`config.mk`:
```
export PLATFORM = sky130hd
export DESIGN_NAME = lan_event_flag_logic
export DESIGN_NICKNAME = d
export VERILOG_FILES = /design/src/common/lan_event_pkg.sv /design/src/design/pin_sync.sv /design/src/design/lan_event_flag_logic.sv
export VERILOG_INCLUDE_DIRS = /design/src /design/src/common
export SDC_FILE = /design/constraint.sdc
export NUM_CORES = 1
export LEC_CHECK = 0
export BUFFER_PORTS_ARGS = -buffer_cell sky130_fd_sc_hd__buf_2
export CELL_PAD_IN_SITES_DETAIL_PLACEMENT = 0
export CELL_PAD_IN_SITES_GLOBAL_PLACEMENT = 1
export CORE_MARGIN = 8
export CORE_UTILIZATION = 35
export CTS_CLUSTER_DIAMETER = 30
export DETAILED_ROUTE_END_ITERATION = 12
export GPL_ROUTABILITY_DRIVEN = 0
export PLACE_DENSITY_LB_ADDON = 0.15
export SYNTH_ARGS = -nofsm -noshare
export SYNTH_HDL_FRONTEND = slang
export SYNTH_SLANG_ARGS = --single-unit
```
`constraint.sdc`:
```
create_clock -name core_clk -period 1.83 [get_ports core_clk]
set_clock_uncertainty 0.1 [all_clocks]
set_input_delay 0.2745 -clock core_clk [delete_from_list [all_inputs] [get_ports core_clk]]
set_output_delay 0.2745 -clock core_clk [all_outputs]
set_load 0.005 [all_outputs]
```
`src/common/lan_event_consts.svh`:
```
`ifndef LAN_EVENT_CONSTS_SVH
`define LAN_EVENT_CONSTS_SVH

// flag positions in the packed flag vector
`define FLAG_NO_ACK 0
`define FLAG_TX_DONE 1
`define FLAG_PARITY 2
`define FLAG_HOST_WAKE 3
`define FLAG_BUS_WAKE 4
`define FLAG_POS_GND 5
`define FLAG_NEG_GND 6
`define FLAG_COUNT 7
`define FLAG_RESET 7'h00
`define BUS_PASSIVE 1'b0

`endif

```
`src/common/lan_event_pkg.sv`:
```
package lan_event_pkg;
    // which pin wakes the device on the host side
    typedef enum logic {
        WAKE_ON_RX,
        WAKE_ON_CS
    } wake_src_t;

    typedef enum logic [1:0] {
        TX_IDLE,
        TX_WAIT_RESP
    } tx_state_t;
endpackage

```
`src/design/pin_sync.sv`:
```
`timescale 1ns/1ps
`include "lan_event_consts.svh"

// three-stage synchroniser; change counts when stages two and three differ
module pin_sync (
    // clock and reset
    input wire logic core_clk,
    input wire logic rst,
    // pin and result
    input wire logic pinIn,
    output logic pinOut,
    output logic pinChange
);
    logic s1_q;
    logic s2_q;
    logic s3_q;

    always_ff @(posedge core_clk or posedge rst) begin
        if (rst) begin
            s1_q <= 1'b0;
            s2_q <= 1'b0;
            s3_q <= 1'b0;
        end else begin
            s1_q <= pinIn;
            s2_q <= s1_q;
            s3_q <= s2_q;
        end
    end

    assign pinOut = s3_q;
    assign pinChange = s2_q != s3_q;
endmodule

```
`src/design/lan_event_flag_logic.sv`:
```
`timescale 1ns/1ps
`include "lan_event_consts.svh"

// Contract
// - no-ack flag after all retries unanswered
// - tx-done flag on clean message end
// - no tx-done when requested response fails
// - parity flag on host link parity error
// - rx variant: rx pin change wakes
// - cs variant: chip select change wakes
// - bus wake on passive to dominant
// - positive line ground short flag
// - negative line ground short flag
module lan_event_flag_logic (
    // clock and reset
    input wire logic core_clk,
    input wire logic rst,
    // configuration
    input wire lan_event_pkg::wake_src_t wakeSrc,
    input wire logic sleepMode,
    // transmit engine events
    input wire logic retryExhausted,
    input wire logic anyAck,
    input wire logic txEnd,
    input wire logic txOk,
    input wire logic respRequested,
    input wire logic respEnd,
    input wire logic respOk,
    // host link events
    input wire logic hostParityErr,
    // pins
    input wire logic rxPin,
    input wire logic csPin,
    input wire logic busLevel,
    input wire logic posGndShort,
    input wire logic negGndShort,
    // flag clear from host, one bit per flag
    input wire logic [6:0] flagClear,
    // flags
    output logic no_ack_flag,
    output logic tx_done_flag,
    output logic host_parity_err_flag,
    output logic host_wake_flag,
    output logic bus_wake_flag,
    output logic pos_line_gnd_short_flag,
    output logic neg_line_gnd_short_flag,
    output logic anyFlag
);
    import lan_event_pkg::*;

    // ************************************
    // pin synchronisers
    // ************************************
    logic rxChg, csChg, busS, busChg, posS, posChg, negS, negChg;
    pin_sync uRx (.core_clk(core_clk), .rst(rst), .pinIn(rxPin), .pinOut(), .pinChange(rxChg));
    pin_sync uCs (.core_clk(core_clk), .rst(rst), .pinIn(csPin), .pinOut(), .pinChange(csChg));
    pin_sync uBus (.core_clk(core_clk), .rst(rst), .pinIn(busLevel), .pinOut(busS),
        .pinChange(busChg));
    pin_sync uPos (.core_clk(core_clk), .rst(rst), .pinIn(posGndShort), .pinOut(posS),
        .pinChange(posChg));
    pin_sync uNeg (.core_clk(core_clk), .rst(rst), .pinIn(negGndShort), .pinOut(negS),
        .pinChange(negChg));

    // ************************************
    // transmit outcome tracking
    // ************************************
    tx_state_t txState_q;
    logic txDoneEv;

    always_ff @(posedge core_clk or posedge rst) begin
        if (rst) begin
            txState_q <= TX_IDLE;
        end else begin
            case (txState_q)
                TX_IDLE: begin
                    if (txEnd && txOk && respRequested) begin
                        txState_q <= TX_WAIT_RESP;
                    end
                end
                TX_WAIT_RESP: begin
                    if (respEnd) begin
                        txState_q <= TX_IDLE;
                    end
                end
                default: begin
                    txState_q <= TX_IDLE;
                end
            endcase
        end
    end

    assign txDoneEv = (txState_q == TX_IDLE && txEnd && txOk && !respRequested)
        || (txState_q == TX_WAIT_RESP && respEnd && respOk);

    // ************************************
    // event vector
    // ************************************
    logic [`FLAG_COUNT-1:0] ev;
    logic wakeChg;
    assign wakeChg = (wakeSrc == WAKE_ON_RX) ? rxChg : csChg;

    always_comb begin
        ev = `FLAG_RESET;
        ev[`FLAG_NO_ACK] = retryExhausted && !anyAck;
        ev[`FLAG_TX_DONE] = txDoneEv;
        ev[`FLAG_PARITY] = hostParityErr;
        ev[`FLAG_HOST_WAKE] = sleepMode && wakeChg;
        ev[`FLAG_BUS_WAKE] = sleepMode && busChg && (busS == `BUS_PASSIVE);
        ev[`FLAG_POS_GND] = posChg && !posS;
        ev[`FLAG_NEG_GND] = negChg && !negS;
    end

    // ************************************
    // sticky flags
    // ************************************
    logic [`FLAG_COUNT-1:0] flags_q;
    logic [`FLAG_COUNT-1:0] flags_d;
    assign flags_d = (flags_q & ~flagClear) | ev;

    always_ff @(posedge core_clk or posedge rst) begin
        if (rst) begin
            flags_q <= `FLAG_RESET;
        end else begin
            flags_q <= flags_d;
        end
    end

    always_ff @(posedge core_clk or posedge rst) begin
        if (rst) begin
            no_ack_flag <= 1'b0;
            tx_done_flag <= 1'b0;
            host_parity_err_flag <= 1'b0;
            host_wake_flag <= 1'b0;
            bus_wake_flag <= 1'b0;
            pos_line_gnd_short_flag <= 1'b0;
            neg_line_gnd_short_flag <= 1'b0;
            anyFlag <= 1'b0;
        end else begin
            no_ack_flag <= flags_d[`FLAG_NO_ACK];
            tx_done_flag <= flags_d[`FLAG_TX_DONE];
            host_parity_err_flag <= flags_d[`FLAG_PARITY];
            host_wake_flag <= flags_d[`FLAG_HOST_WAKE];
            bus_wake_flag <= flags_d[`FLAG_BUS_WAKE];
            pos_line_gnd_short_flag <= flags_d[`FLAG_POS_GND];
            neg_line_gnd_short_flag <= flags_d[`FLAG_NEG_GND];
            anyFlag <= |flags_d;
        end
    end

    // ************************************
    // checks
    // ************************************
    // outputs gathered in flag order, for the checks below
    logic [`FLAG_COUNT-1:0] flagOut;
    assign flagOut = {neg_line_gnd_short_flag, pos_line_gnd_short_flag, bus_wake_flag,
        host_wake_flag, host_parity_err_flag, tx_done_flag, no_ack_flag};

    chk_no_ack_flag_set: assert property (@(posedge core_clk) disable iff (rst)
        retryExhausted && !anyAck |=> no_ack_flag) else $error("no-ack flag not set");
    chk_txdone_set: assert property (@(posedge core_clk) disable iff (rst)
        txState_q == TX_IDLE && txEnd && txOk && !respRequested |=> tx_done_flag)
        else $error("tx-done flag not set");
    chk_resp_fail: assert property (@(posedge core_clk) disable iff (rst)
        txState_q == TX_WAIT_RESP && respEnd && !respOk && !tx_done_flag && !txEnd
        |=> !tx_done_flag) else $error("tx-done set on failed response");
    chk_parity_set: assert property (@(posedge core_clk) disable iff (rst)
        hostParityErr |=> host_parity_err_flag) else $error("parity flag not set");
    chk_rx_wake: assert property (@(posedge core_clk) disable iff (rst)
        sleepMode && wakeSrc == WAKE_ON_RX && rxChg |=> host_wake_flag)
        else $error("rx wake missed");
    chk_cs_wake: assert property (@(posedge core_clk) disable iff (rst)
        sleepMode && wakeSrc == WAKE_ON_CS && csChg |=> host_wake_flag)
        else $error("cs wake missed");
    chk_bus_wake: assert property (@(posedge core_clk) disable iff (rst)
        sleepMode && busChg && !busS |=> bus_wake_flag) else $error("bus wake missed");
    chk_pos_short: assert property (@(posedge core_clk) disable iff (rst)
        posChg && !posS |=> pos_line_gnd_short_flag) else $error("pos short missed");
    chk_neg_short: assert property (@(posedge core_clk) disable iff (rst)
        negChg && !negS |=> neg_line_gnd_short_flag) else $error("neg short missed");
    chk_flag_sticky: assert property (@(posedge core_clk) disable iff (rst)
        no_ack_flag && !flagClear[`FLAG_NO_ACK] |=> no_ack_flag) else $error("flag dropped");
    chk_flags_hold: assert property (@(posedge core_clk) disable iff (rst)
        flagOut != `FLAG_RESET
        |=> (($past(flagOut) & ~$past(flagClear)) & ~flagOut) == `FLAG_RESET)
        else $error("flag dropped before clear");
    chk_flag_clear: assert property (@(posedge core_clk) disable iff (rst)
        flagClear[`FLAG_PARITY] && !hostParityErr |=> !host_parity_err_flag)
        else $error("parity flag not cleared");
    chk_any_flag: assert property (@(posedge core_clk) disable iff (rst)
        anyFlag == (|flagOut)) else $error("summary flag wrong");
    chk_wake_refused: assert property (@(posedge core_clk) disable iff (rst)
        !sleepMode && !host_wake_flag |=> !host_wake_flag)
        else $error("host wake while awake");
    chk_bus_refused: assert property (@(posedge core_clk) disable iff (rst)
        !sleepMode && !bus_wake_flag |=> !bus_wake_flag)
        else $error("bus wake while awake");
    chk_txdone_spur: assert property (@(posedge core_clk) disable iff (rst)
        !tx_done_flag && !txEnd && !respEnd |=> !tx_done_flag)
        else $error("tx-done without cause");

    // ************************************
    // cover points
    // ************************************

    cov_no_ack_flag: cover property (@(posedge core_clk) disable iff (rst) $rose(no_ack_flag));
    cov_resp_ok: cover property (@(posedge core_clk) disable iff (rst)
        txState_q == TX_WAIT_RESP ##1 $rose(tx_done_flag));
    cov_bus_wake: cover property (@(posedge core_clk) disable iff (rst) $rose(bus_wake_flag));
    cov_host_wake: cover property (@(posedge core_clk) disable iff (rst) $rose(host_wake_flag));
    cov_set_clear: cover property (@(posedge core_clk) disable iff (rst)
        hostParityErr && flagClear[`FLAG_PARITY]);
endmodule

```
## After elaboration in Yosys (flattened, before gate mapping)

Index checks and enable logic that the tools add are counted.

- Output and inout bits: 8
- Word-level logic and storage cells: 62
- Flip-flop bits (word level): 32
- Input port bits: 24

- Equal/unequal tests: 8
- Muxes and demuxes: 4
- Bitwise operators: 4
- Reduce and logical (&&, ||, !) cells: 21

Operator list:

| operator | count |
|---|---|
| $logic_and 1x1->1 | 13 |
| $and 7x7->7 | 1 |
| $not 7->7 | 1 |
| $or 7x7->7 | 1 |
| $reduce_or 7->1 | 1 |
| $ne 1x1->1 | 5 |
| $logic_not 1->1 | 4 |
| $mux 2 | 2 |
| $ne 2x2->1 const B | 2 |
| $pmux 2 s2 | 1 |
| $eq 2x1->1 const B | 1 |
| $logic_not 2->1 | 1 |
| $reduce_and 2->1 | 1 |
| $logic_or 1x1->1 | 1 |
| $mux 1 | 1 |
| $not 1->1 | 1 |

## Longest topological paths before layout

Gate-level depths: netlist of run 1.

- Depth in word-level cells: 7
- Gate-level depth with buffers: 4
- Mapped depth without buffers: 4

## Modules after synthesis

A second synthesis of run 1 with hierarchy kept.

- Cells, all modules: 61
- Area, all modules: 824.5 um2

Modules (own cells, without submodules):

| module | instances | area an instance (um2) | seq. area each (um2) | cells each |
|---|---|---|---|---|
| pin_sync | 5 | 87.6 | 75.1 | 5 |
| lan_event_flag_logic | 1 | 386.6 | 225.2 | 36 |

## Worst setup path before layout of run 1

OpenSTA, ideal clock, no wires.

- Path type: reg-to-reg
- From: register flags_q[2]
- To: register anyFlag
- Period minus slack after synthesis: 1.422 ns
- Arrival time: 1.183 ns
- Setup slack: 0.408 ns
- Setup time: 0.138 ns
- Data required time: 1.592 ns
- Path buffers: 0
- Stages on the path, launching flop included: 4
- Cell sequence: dfrtp_1 a21o_1 nor4_1 or4b_1

- Word-level cells in the longest chain between the ends: 3

Ends and longest elaborated chain:

| what | RTL line | text |
|---|---|---|
| start: declaration | lan_event_flag_logic.sv:116 | `` logic [`FLAG_COUNT-1:0] flags_q; `` |
| start signal: assignment | lan_event_flag_logic.sv:122 | `` flags_q <= `FLAG_RESET; `` |
| start signal: assignment | lan_event_flag_logic.sv:124 | `flags_q <= flags_d;` |
| $and 7x7->7 | lan_event_flag_logic.sv:118 | `assign flags_d = (flags_q & ~flagClear) \| ev;` |
| $or 7x7->7 | lan_event_flag_logic.sv:118 |  |
| via flags_d[2] | lan_event_flag_logic.sv:117 | `` logic [`FLAG_COUNT-1:0] flags_d; `` |
| $reduce_or 7->1 | lan_event_flag_logic.sv:146 | `anyFlag <= \|flags_d;` |
| end signal: assignment | lan_event_flag_logic.sv:146 |  |
| end: declaration | lan_event_flag_logic.sv:47 | `output logic anyFlag` |

The timed path passes the listed nets, and every way through them passes these cells.
A chain may end at the register's enable or synchronous reset.

## Worst setup path after layout of run 1

Same ends and word-level chain as after synthesis.

==> out/metrics.cfg, run 1 <==
[synthesis]
synth.avg_cell_area_um2 = 14.5
yosysTopAreaCell = dfrtp_1
ys_warn_count = 0
synthesis.nets = 77
synth_seq_cells = 24
syn_inst = 53
synth_top_area_share_pct = 78.3
synth_ff_type = dfrtp_1
netlist_top_cells_count = dfrtp_1 (24), inv_1 (9), nand3_1 (4), o22ai_1 (4)
netlist_top_cells_area = dfrtp_1 (78%), inv_1 (4.4%), o22ai_1 (3.3%)
synth_edf_count = 0
synth_most_common_cell = dfrtp_1
synthArstFlopShare_pct = 100
synth_cell_type_count = 13
synth_area_um2 = 767
yosysSeqAreaShare_pct = 78.3

[global_route]
grt_max_degree = 25
grt_use_total_pct = 7.11
grt_pass1_wl_mm = 2.28
grt_overflow = 0
antenna_found_initial = 0
grt_pass1_vias = 557

[hold_path]
min_path_type = input port to flip-flop
holdPathStages = 2
hold_path_startpoint = respEnd

[clock_network]
path_clk_slew_ns = 0.13
tritoncts = done
cts.htree.levels = 1
cts_inserted_buffers = 3
clkLatencyLatePin_ns = 0.31
cts_setup_buffers = 0
root_buffer = clkbuf_4
cts_resized = 0
cts_num_sinks = 24
clockBufferDepth = 2

[setup_path]
cp.required_ns = 1.93
path_max_fanout = 2
crit_chain = a21o_1, nor4_1, or4b_1
startpoint = flags_q[2]
slowest_stage = or4b_1
start_kind = flip-flop
crit_buf_inv = 0
worstSetupEndpointType = flip-flop
reg2regPathDepth = 3
reg2reg_from = flags_q[2]
crit_arrival_ns = 1.56
critPathKind = flip-flop to flip-flop
critical-path-top-delay-family = simple AND/OR/NAND/NOR gates
max_stage_delay_ns = 0.44
cp.depth = 3

[detailed_routing]
drt-total-wl_mm = 1.33
wl_per_cell_um = 10.8
firstDrtPassIters = 4
drc_errors = 0
drtIter0Drc = 12
detail-route-antenna-nets = 0
vias_per_cell = 4.18
vias = 514

[pwr]
vdd_drop_max_v = 0.000601
p_per_area_nw_per_um2 = 968
p_leak_nw = 0.548

[floorplanning]
io_pins = 32
die_y_um = 62.8
start_util_pct = 35.7
rows = 17
core_um2 = 2150
die_w_um = 62.8
dieArea_um2 = 3950

[layout]
area_delta_synth_final_pct = 40.5
postLayoutCoreUtil_pct = 50.1
largest_reg_flops = 7
regMostFlops = flags_q
final_nets = 120
antenna_cells = 0
drive_gt1_share_pct = 37.9

[timing]
slew_viol_final = 0
max_freq_mhz = 685
fin_tns_setup_ns = 0
fin_crit_sh_pct = 79.8
worst_pin_slew_ns = 0.467
setup_viol_count_final = 0
hold_slack_ns = 0.0428
relSlewSlack_pct = 68.5
finalCriticalPeriod_ns = 1.46
finalHoldViolCount = 0
grt_setup_unrepaired = false

[placed_design]
io_buffers = 31
dp_hpwl_mm = 1.03

[flow_run]
drv_cap = 0

[run_status]
status = finished, final reports clean

power breakdown:
| part | internal, mW | switching (mW) |
|---|---|---|
| registers | 0.564 | 0.0140 |
| logic | 0.0523 | 0.0412 |
| clock network | 0.221 | 0.150 |
cells by family after synthesis:
logic type,after synthesis,share of synthesized area (%)
simple gates,11,8.32
mux,1,1.31
flops,24,78.3
xor+xnor,2,2.28
buf+inv,9,4.40
compound gates,6,5.38
final cells by class:
cell class / count / area, um2
Fill cell: 208 / 1070
Sequential cell: 24 / 601
Timing Repair Buffer: 38 / 223
Multi-Input combinational cell: 20 / 133
Tap cell: 28 / 35.0
Inverter: 9 / 33.8
Clock inverter: 1 / 30.0
Clock buffer: 3 / 22.5
cells in the final DEF (no fill, tap or decap), types with 2 or more instances in the layout:
cell type / n
buf_2: 31
dfrtp_1: 24
inv_1: 9
dlygate4sd3_1: 6
o22ai_1: 4
nand3_1: 4
clkbuf_4: 3
nand2_1: 2
xor2_1: 2
nand2b_1: 2
stage by stage:
stage,instances,setup WS (ns),area (um2),power (mW)
finish,123,0.370,1080,1.04
global route,123,0.275,1080,1.09
CTS,123,0.356,1080,1.06
detailed placement,113,0.339,965,0.676
global placement,113,0.361,965,0.674
floorplan,53,0.408,767,0.623
path summary, 6_finish.rpt:
kind / to / slack (ns)
max in group asynchronous: flags_q[3] / 0.97
min reg2reg: uRx.s2_q / 0.26
max reg2reg: anyFlag / 0.37
max: anyFlag / 0.37
min in group asynchronous: flags_q[6] / 0.44
min: txState_q[0] / 0.04
layer usage:
| metal | GRT usage [%] | up-vias | wire length [um] |
|---|---|---|---|
| met1 | 6.86 | 236 | 566 |
| met3 | 3.58 | 2 | 131 |
| met4 | 5.13 | 0 | 14 |
| met5 | 0 | - | 0 |
| li1 | - | 257 | - |
| met2 | 11.5 | 19 | 613 |
timing repair:
action | CTS | global route
hold buffers | 6 | 0
endpoints found under the hold margin | 29 | 0
setup endpoints to repair | 0 | 0
Note: power is estimated with default switching activity, not from simulation.
==> run 2, diff against run 1 <==
==> constraint.sdc (replaced) <==
create_clock -name core_clk -period 1.45 [get_ports core_clk]
set_clock_uncertainty 0.1 [all_clocks]
set_input_delay 0.2175 -clock core_clk [delete_from_list [all_inputs] [get_ports core_clk]]
set_output_delay 0.2175 -clock core_clk [all_outputs]
set_load 0.005 [all_outputs]
==> run 2 against run 1 <==
Net effect: global-route usage rose by 0.36 points; register-to-register slack lost 0.37 ns; combinational power up 44%; non-clock buffer count rose by 4; fmax increased by 0.72%; utilization rose by 1.6 points; wire length up 8.4%; clock-buffer cell count rose by 1; largest power group unchanged.
==> out/metrics.cfg, run 2 (synthesis gave the netlist of run 1 again) <==
[floorplanning]
die_w_um = 62.8  ; unchanged
rows = 17  ; unchanged
dieArea_um2 = 3950  ; unchanged
io_pins = 32  ; unchanged
core_um2 = 2150  ; unchanged
start_util_pct = 35.7  ; unchanged
die_y_um = 62.8  ; unchanged

[timing]
grt_setup_unrepaired = true
max_freq_mhz = 690  ; +0.72%
finalCriticalPeriod_ns = 1.45  ; -0.0105 ns
setup_viol_count_final = 0  ; unchanged
worst_pin_slew_ns = 0.423  ; -0.0441 ns
slew_viol_final = 0  ; unchanged
fin_crit_sh_pct = 100  ; +20 points
relSlewSlack_pct = 71.5  ; +3.0 points
finalHoldViolCount = 0  ; unchanged

[clock_network]
cts_inserted_buffers = 3  ; unchanged
clkLatencyLatePin_ns = 0.30  ; about the same
path_clk_slew_ns = 0.12  ; about the same
root_buffer = clkbuf_4
cts.htree.levels = 1  ; unchanged
tritoncts = done
cts_num_sinks = 24  ; unchanged
clockBufferDepth = 2  ; unchanged

[layout]
final_common_cell = buf_2
register_area_um2 = 601  ; unchanged
area_delta_synth_final_pct = 44.9
final_nets = 124  ; +3.3%
mostFrequentLayoutCells = buf_2 (31), dfrtp_1 (24), inv_1 (9), dlygate4sd3_1 (9), nand3_1 (4)
drive_gt1_share_pct = 39.4  ; +1.5 points
nFillCells = 198  ; -4.8%
regMostFlops = flags_q
postLayoutCoreUtil_pct = 51.7  ; +1.6 points
antenna_cells = 0  ; unchanged
multiInputGateArea_um2 = 145  ; +9.4%
finalInstanceArea_um2 = 1110  ; +3.1%
largest_reg_flops = 7  ; unchanged

[setup_path]
crit_arrival_ns = 1.53  ; -0.03 ns
worstSetupEndpointType = flip-flop
critical-path-top-delay-family = simple AND/OR/NAND/NOR gates
path_max_fanout = 2  ; unchanged
cp.required_ns = 1.53  ; -0.40 ns
slowest_stage = or4b_1
critPathKind = flip-flop to flip-flop
start_kind = flip-flop
crit_chain = a21o_1, nor4_1, or4b_1
max_stage_delay_ns = 0.44  ; about the same
crit_buf_inv = 0  ; unchanged

[detailed_routing]
vias = 533  ; +3.7%
drc_errors = 0  ; unchanged
drt-total-wl_mm = 1.44  ; +8.4%
firstDrtPassIters = 2  ; -2
vias_per_cell = 4.20  ; +0.43%
detail-route-antenna-nets = 0  ; unchanged
drtIter0Drc = 13  ; +1
wl_per_cell_um = 11.3  ; +5.0%

[pwr]
p_per_area_nw_per_um2 = 1080  ; +11%
vdd_drop_max_v = 0.000728  ; +21%
finalPower_mw = 1.20  ; +15%
p_leak_nw = 0.564  ; +2.9%

[hold_path]
min_path_type = input port to flip-flop

[global_route]
antenna_found_initial = 0  ; unchanged
grt_overflow = 0  ; unchanged
grt_pass1_vias = 590  ; +5.9%
grt_pass1_wl_mm = 2.47  ; +8.2%
grt_max_degree = 25  ; unchanged
grt_use_total_pct = 7.47  ; +0.36 points

[placed_design]
dp_hpwl_mm = 1.05  ; +2.3%
io_buffers = 31  ; unchanged
place_area_um2 = 965  ; unchanged

[flow_run]
drv_cap = 0  ; unchanged

[run_status]
status = finished, final reports clean

## run 2: changes by cell type in the layout (fill, tap and decap cells not counted), sizes merged
cell | previous run | this run
bufinv | 1 | 0
dlygate4sd3 | 6 | 9
buf | 32 | 33
clkbuf | 3 | 4
## run 2: report_power, final
| group | leakage (nW) | internal (mW) | switching (mW) |
|---|---|---|---|
| registers | 0.282 | 0.712 | 0.0185 |
| clock network | 0.0210 | 0.153 | 0.179 |
| logic | 0.261 | 0.0780 | 0.0571 |
| total | 0.564 | 0.943 | 0.254 |
## run 2: final timing paths
check	from	to	slack, ns	cells after the start
max	flags_q[2]	anyFlag	0.0003	3
min	hostParityErr	flags_q[2]	0.01	2
max reg2reg	flags_q[2]	anyFlag	0.0003	3
min reg2reg	uPos.s1_q	uPos.s2_q	0.26	0
max in group asynchronous	rst	flags_q[6]	0.65	4
min in group asynchronous	rst	flags_q[4]	0.38	4
## run 2: final cells by class
cell class	count	share of cell area, %
Clock buffer	4	3.27
Inverter	9	3.04
Tap cell	28	3.15
Sequential cell	24	54.1
Multi-Input combinational cell	20	13.1
Timing Repair Buffer	42	23.4
## run 2: metrics by stage
step | TNS, ns | std cells | setup slack [ns] | hold WS [ns]
finish | 0 | 127 | 0.000291 | 0.0147
global route | -0.104 | 127 | -0.104 | 0.00918
CTS | 0 | 127 | 0.000161 | 0.00550
detailed placement | 0 | 113 | 0.00961 | 0.176
global placement | 0 | 113 | 0.0120 | 0.170
floorplan | 0 | 53 | 0.0284 | 0.132
## run 2: layer usage
metal / wire, um / part of all wire (%) / up-vias / track usage, %
met3: 106 / 7.4 / 0 / 3.05
met1: 589 / 41 / 248 / 7.37
met2: 744 / 52 / 19 / 13.7
met5: 0 / 0 / - / 0
met4: 0 / 0 / 0 / 2.56
li1: - / - / 266 / -
## run 2: timing repair
item,CTS,global route
pin swaps,3,1
resized for setup,2,0
endpoints found under the hold margin,32,0
setup buffers,1,0
hold buffers,9,0
endpoints found under the setup margin,1,1
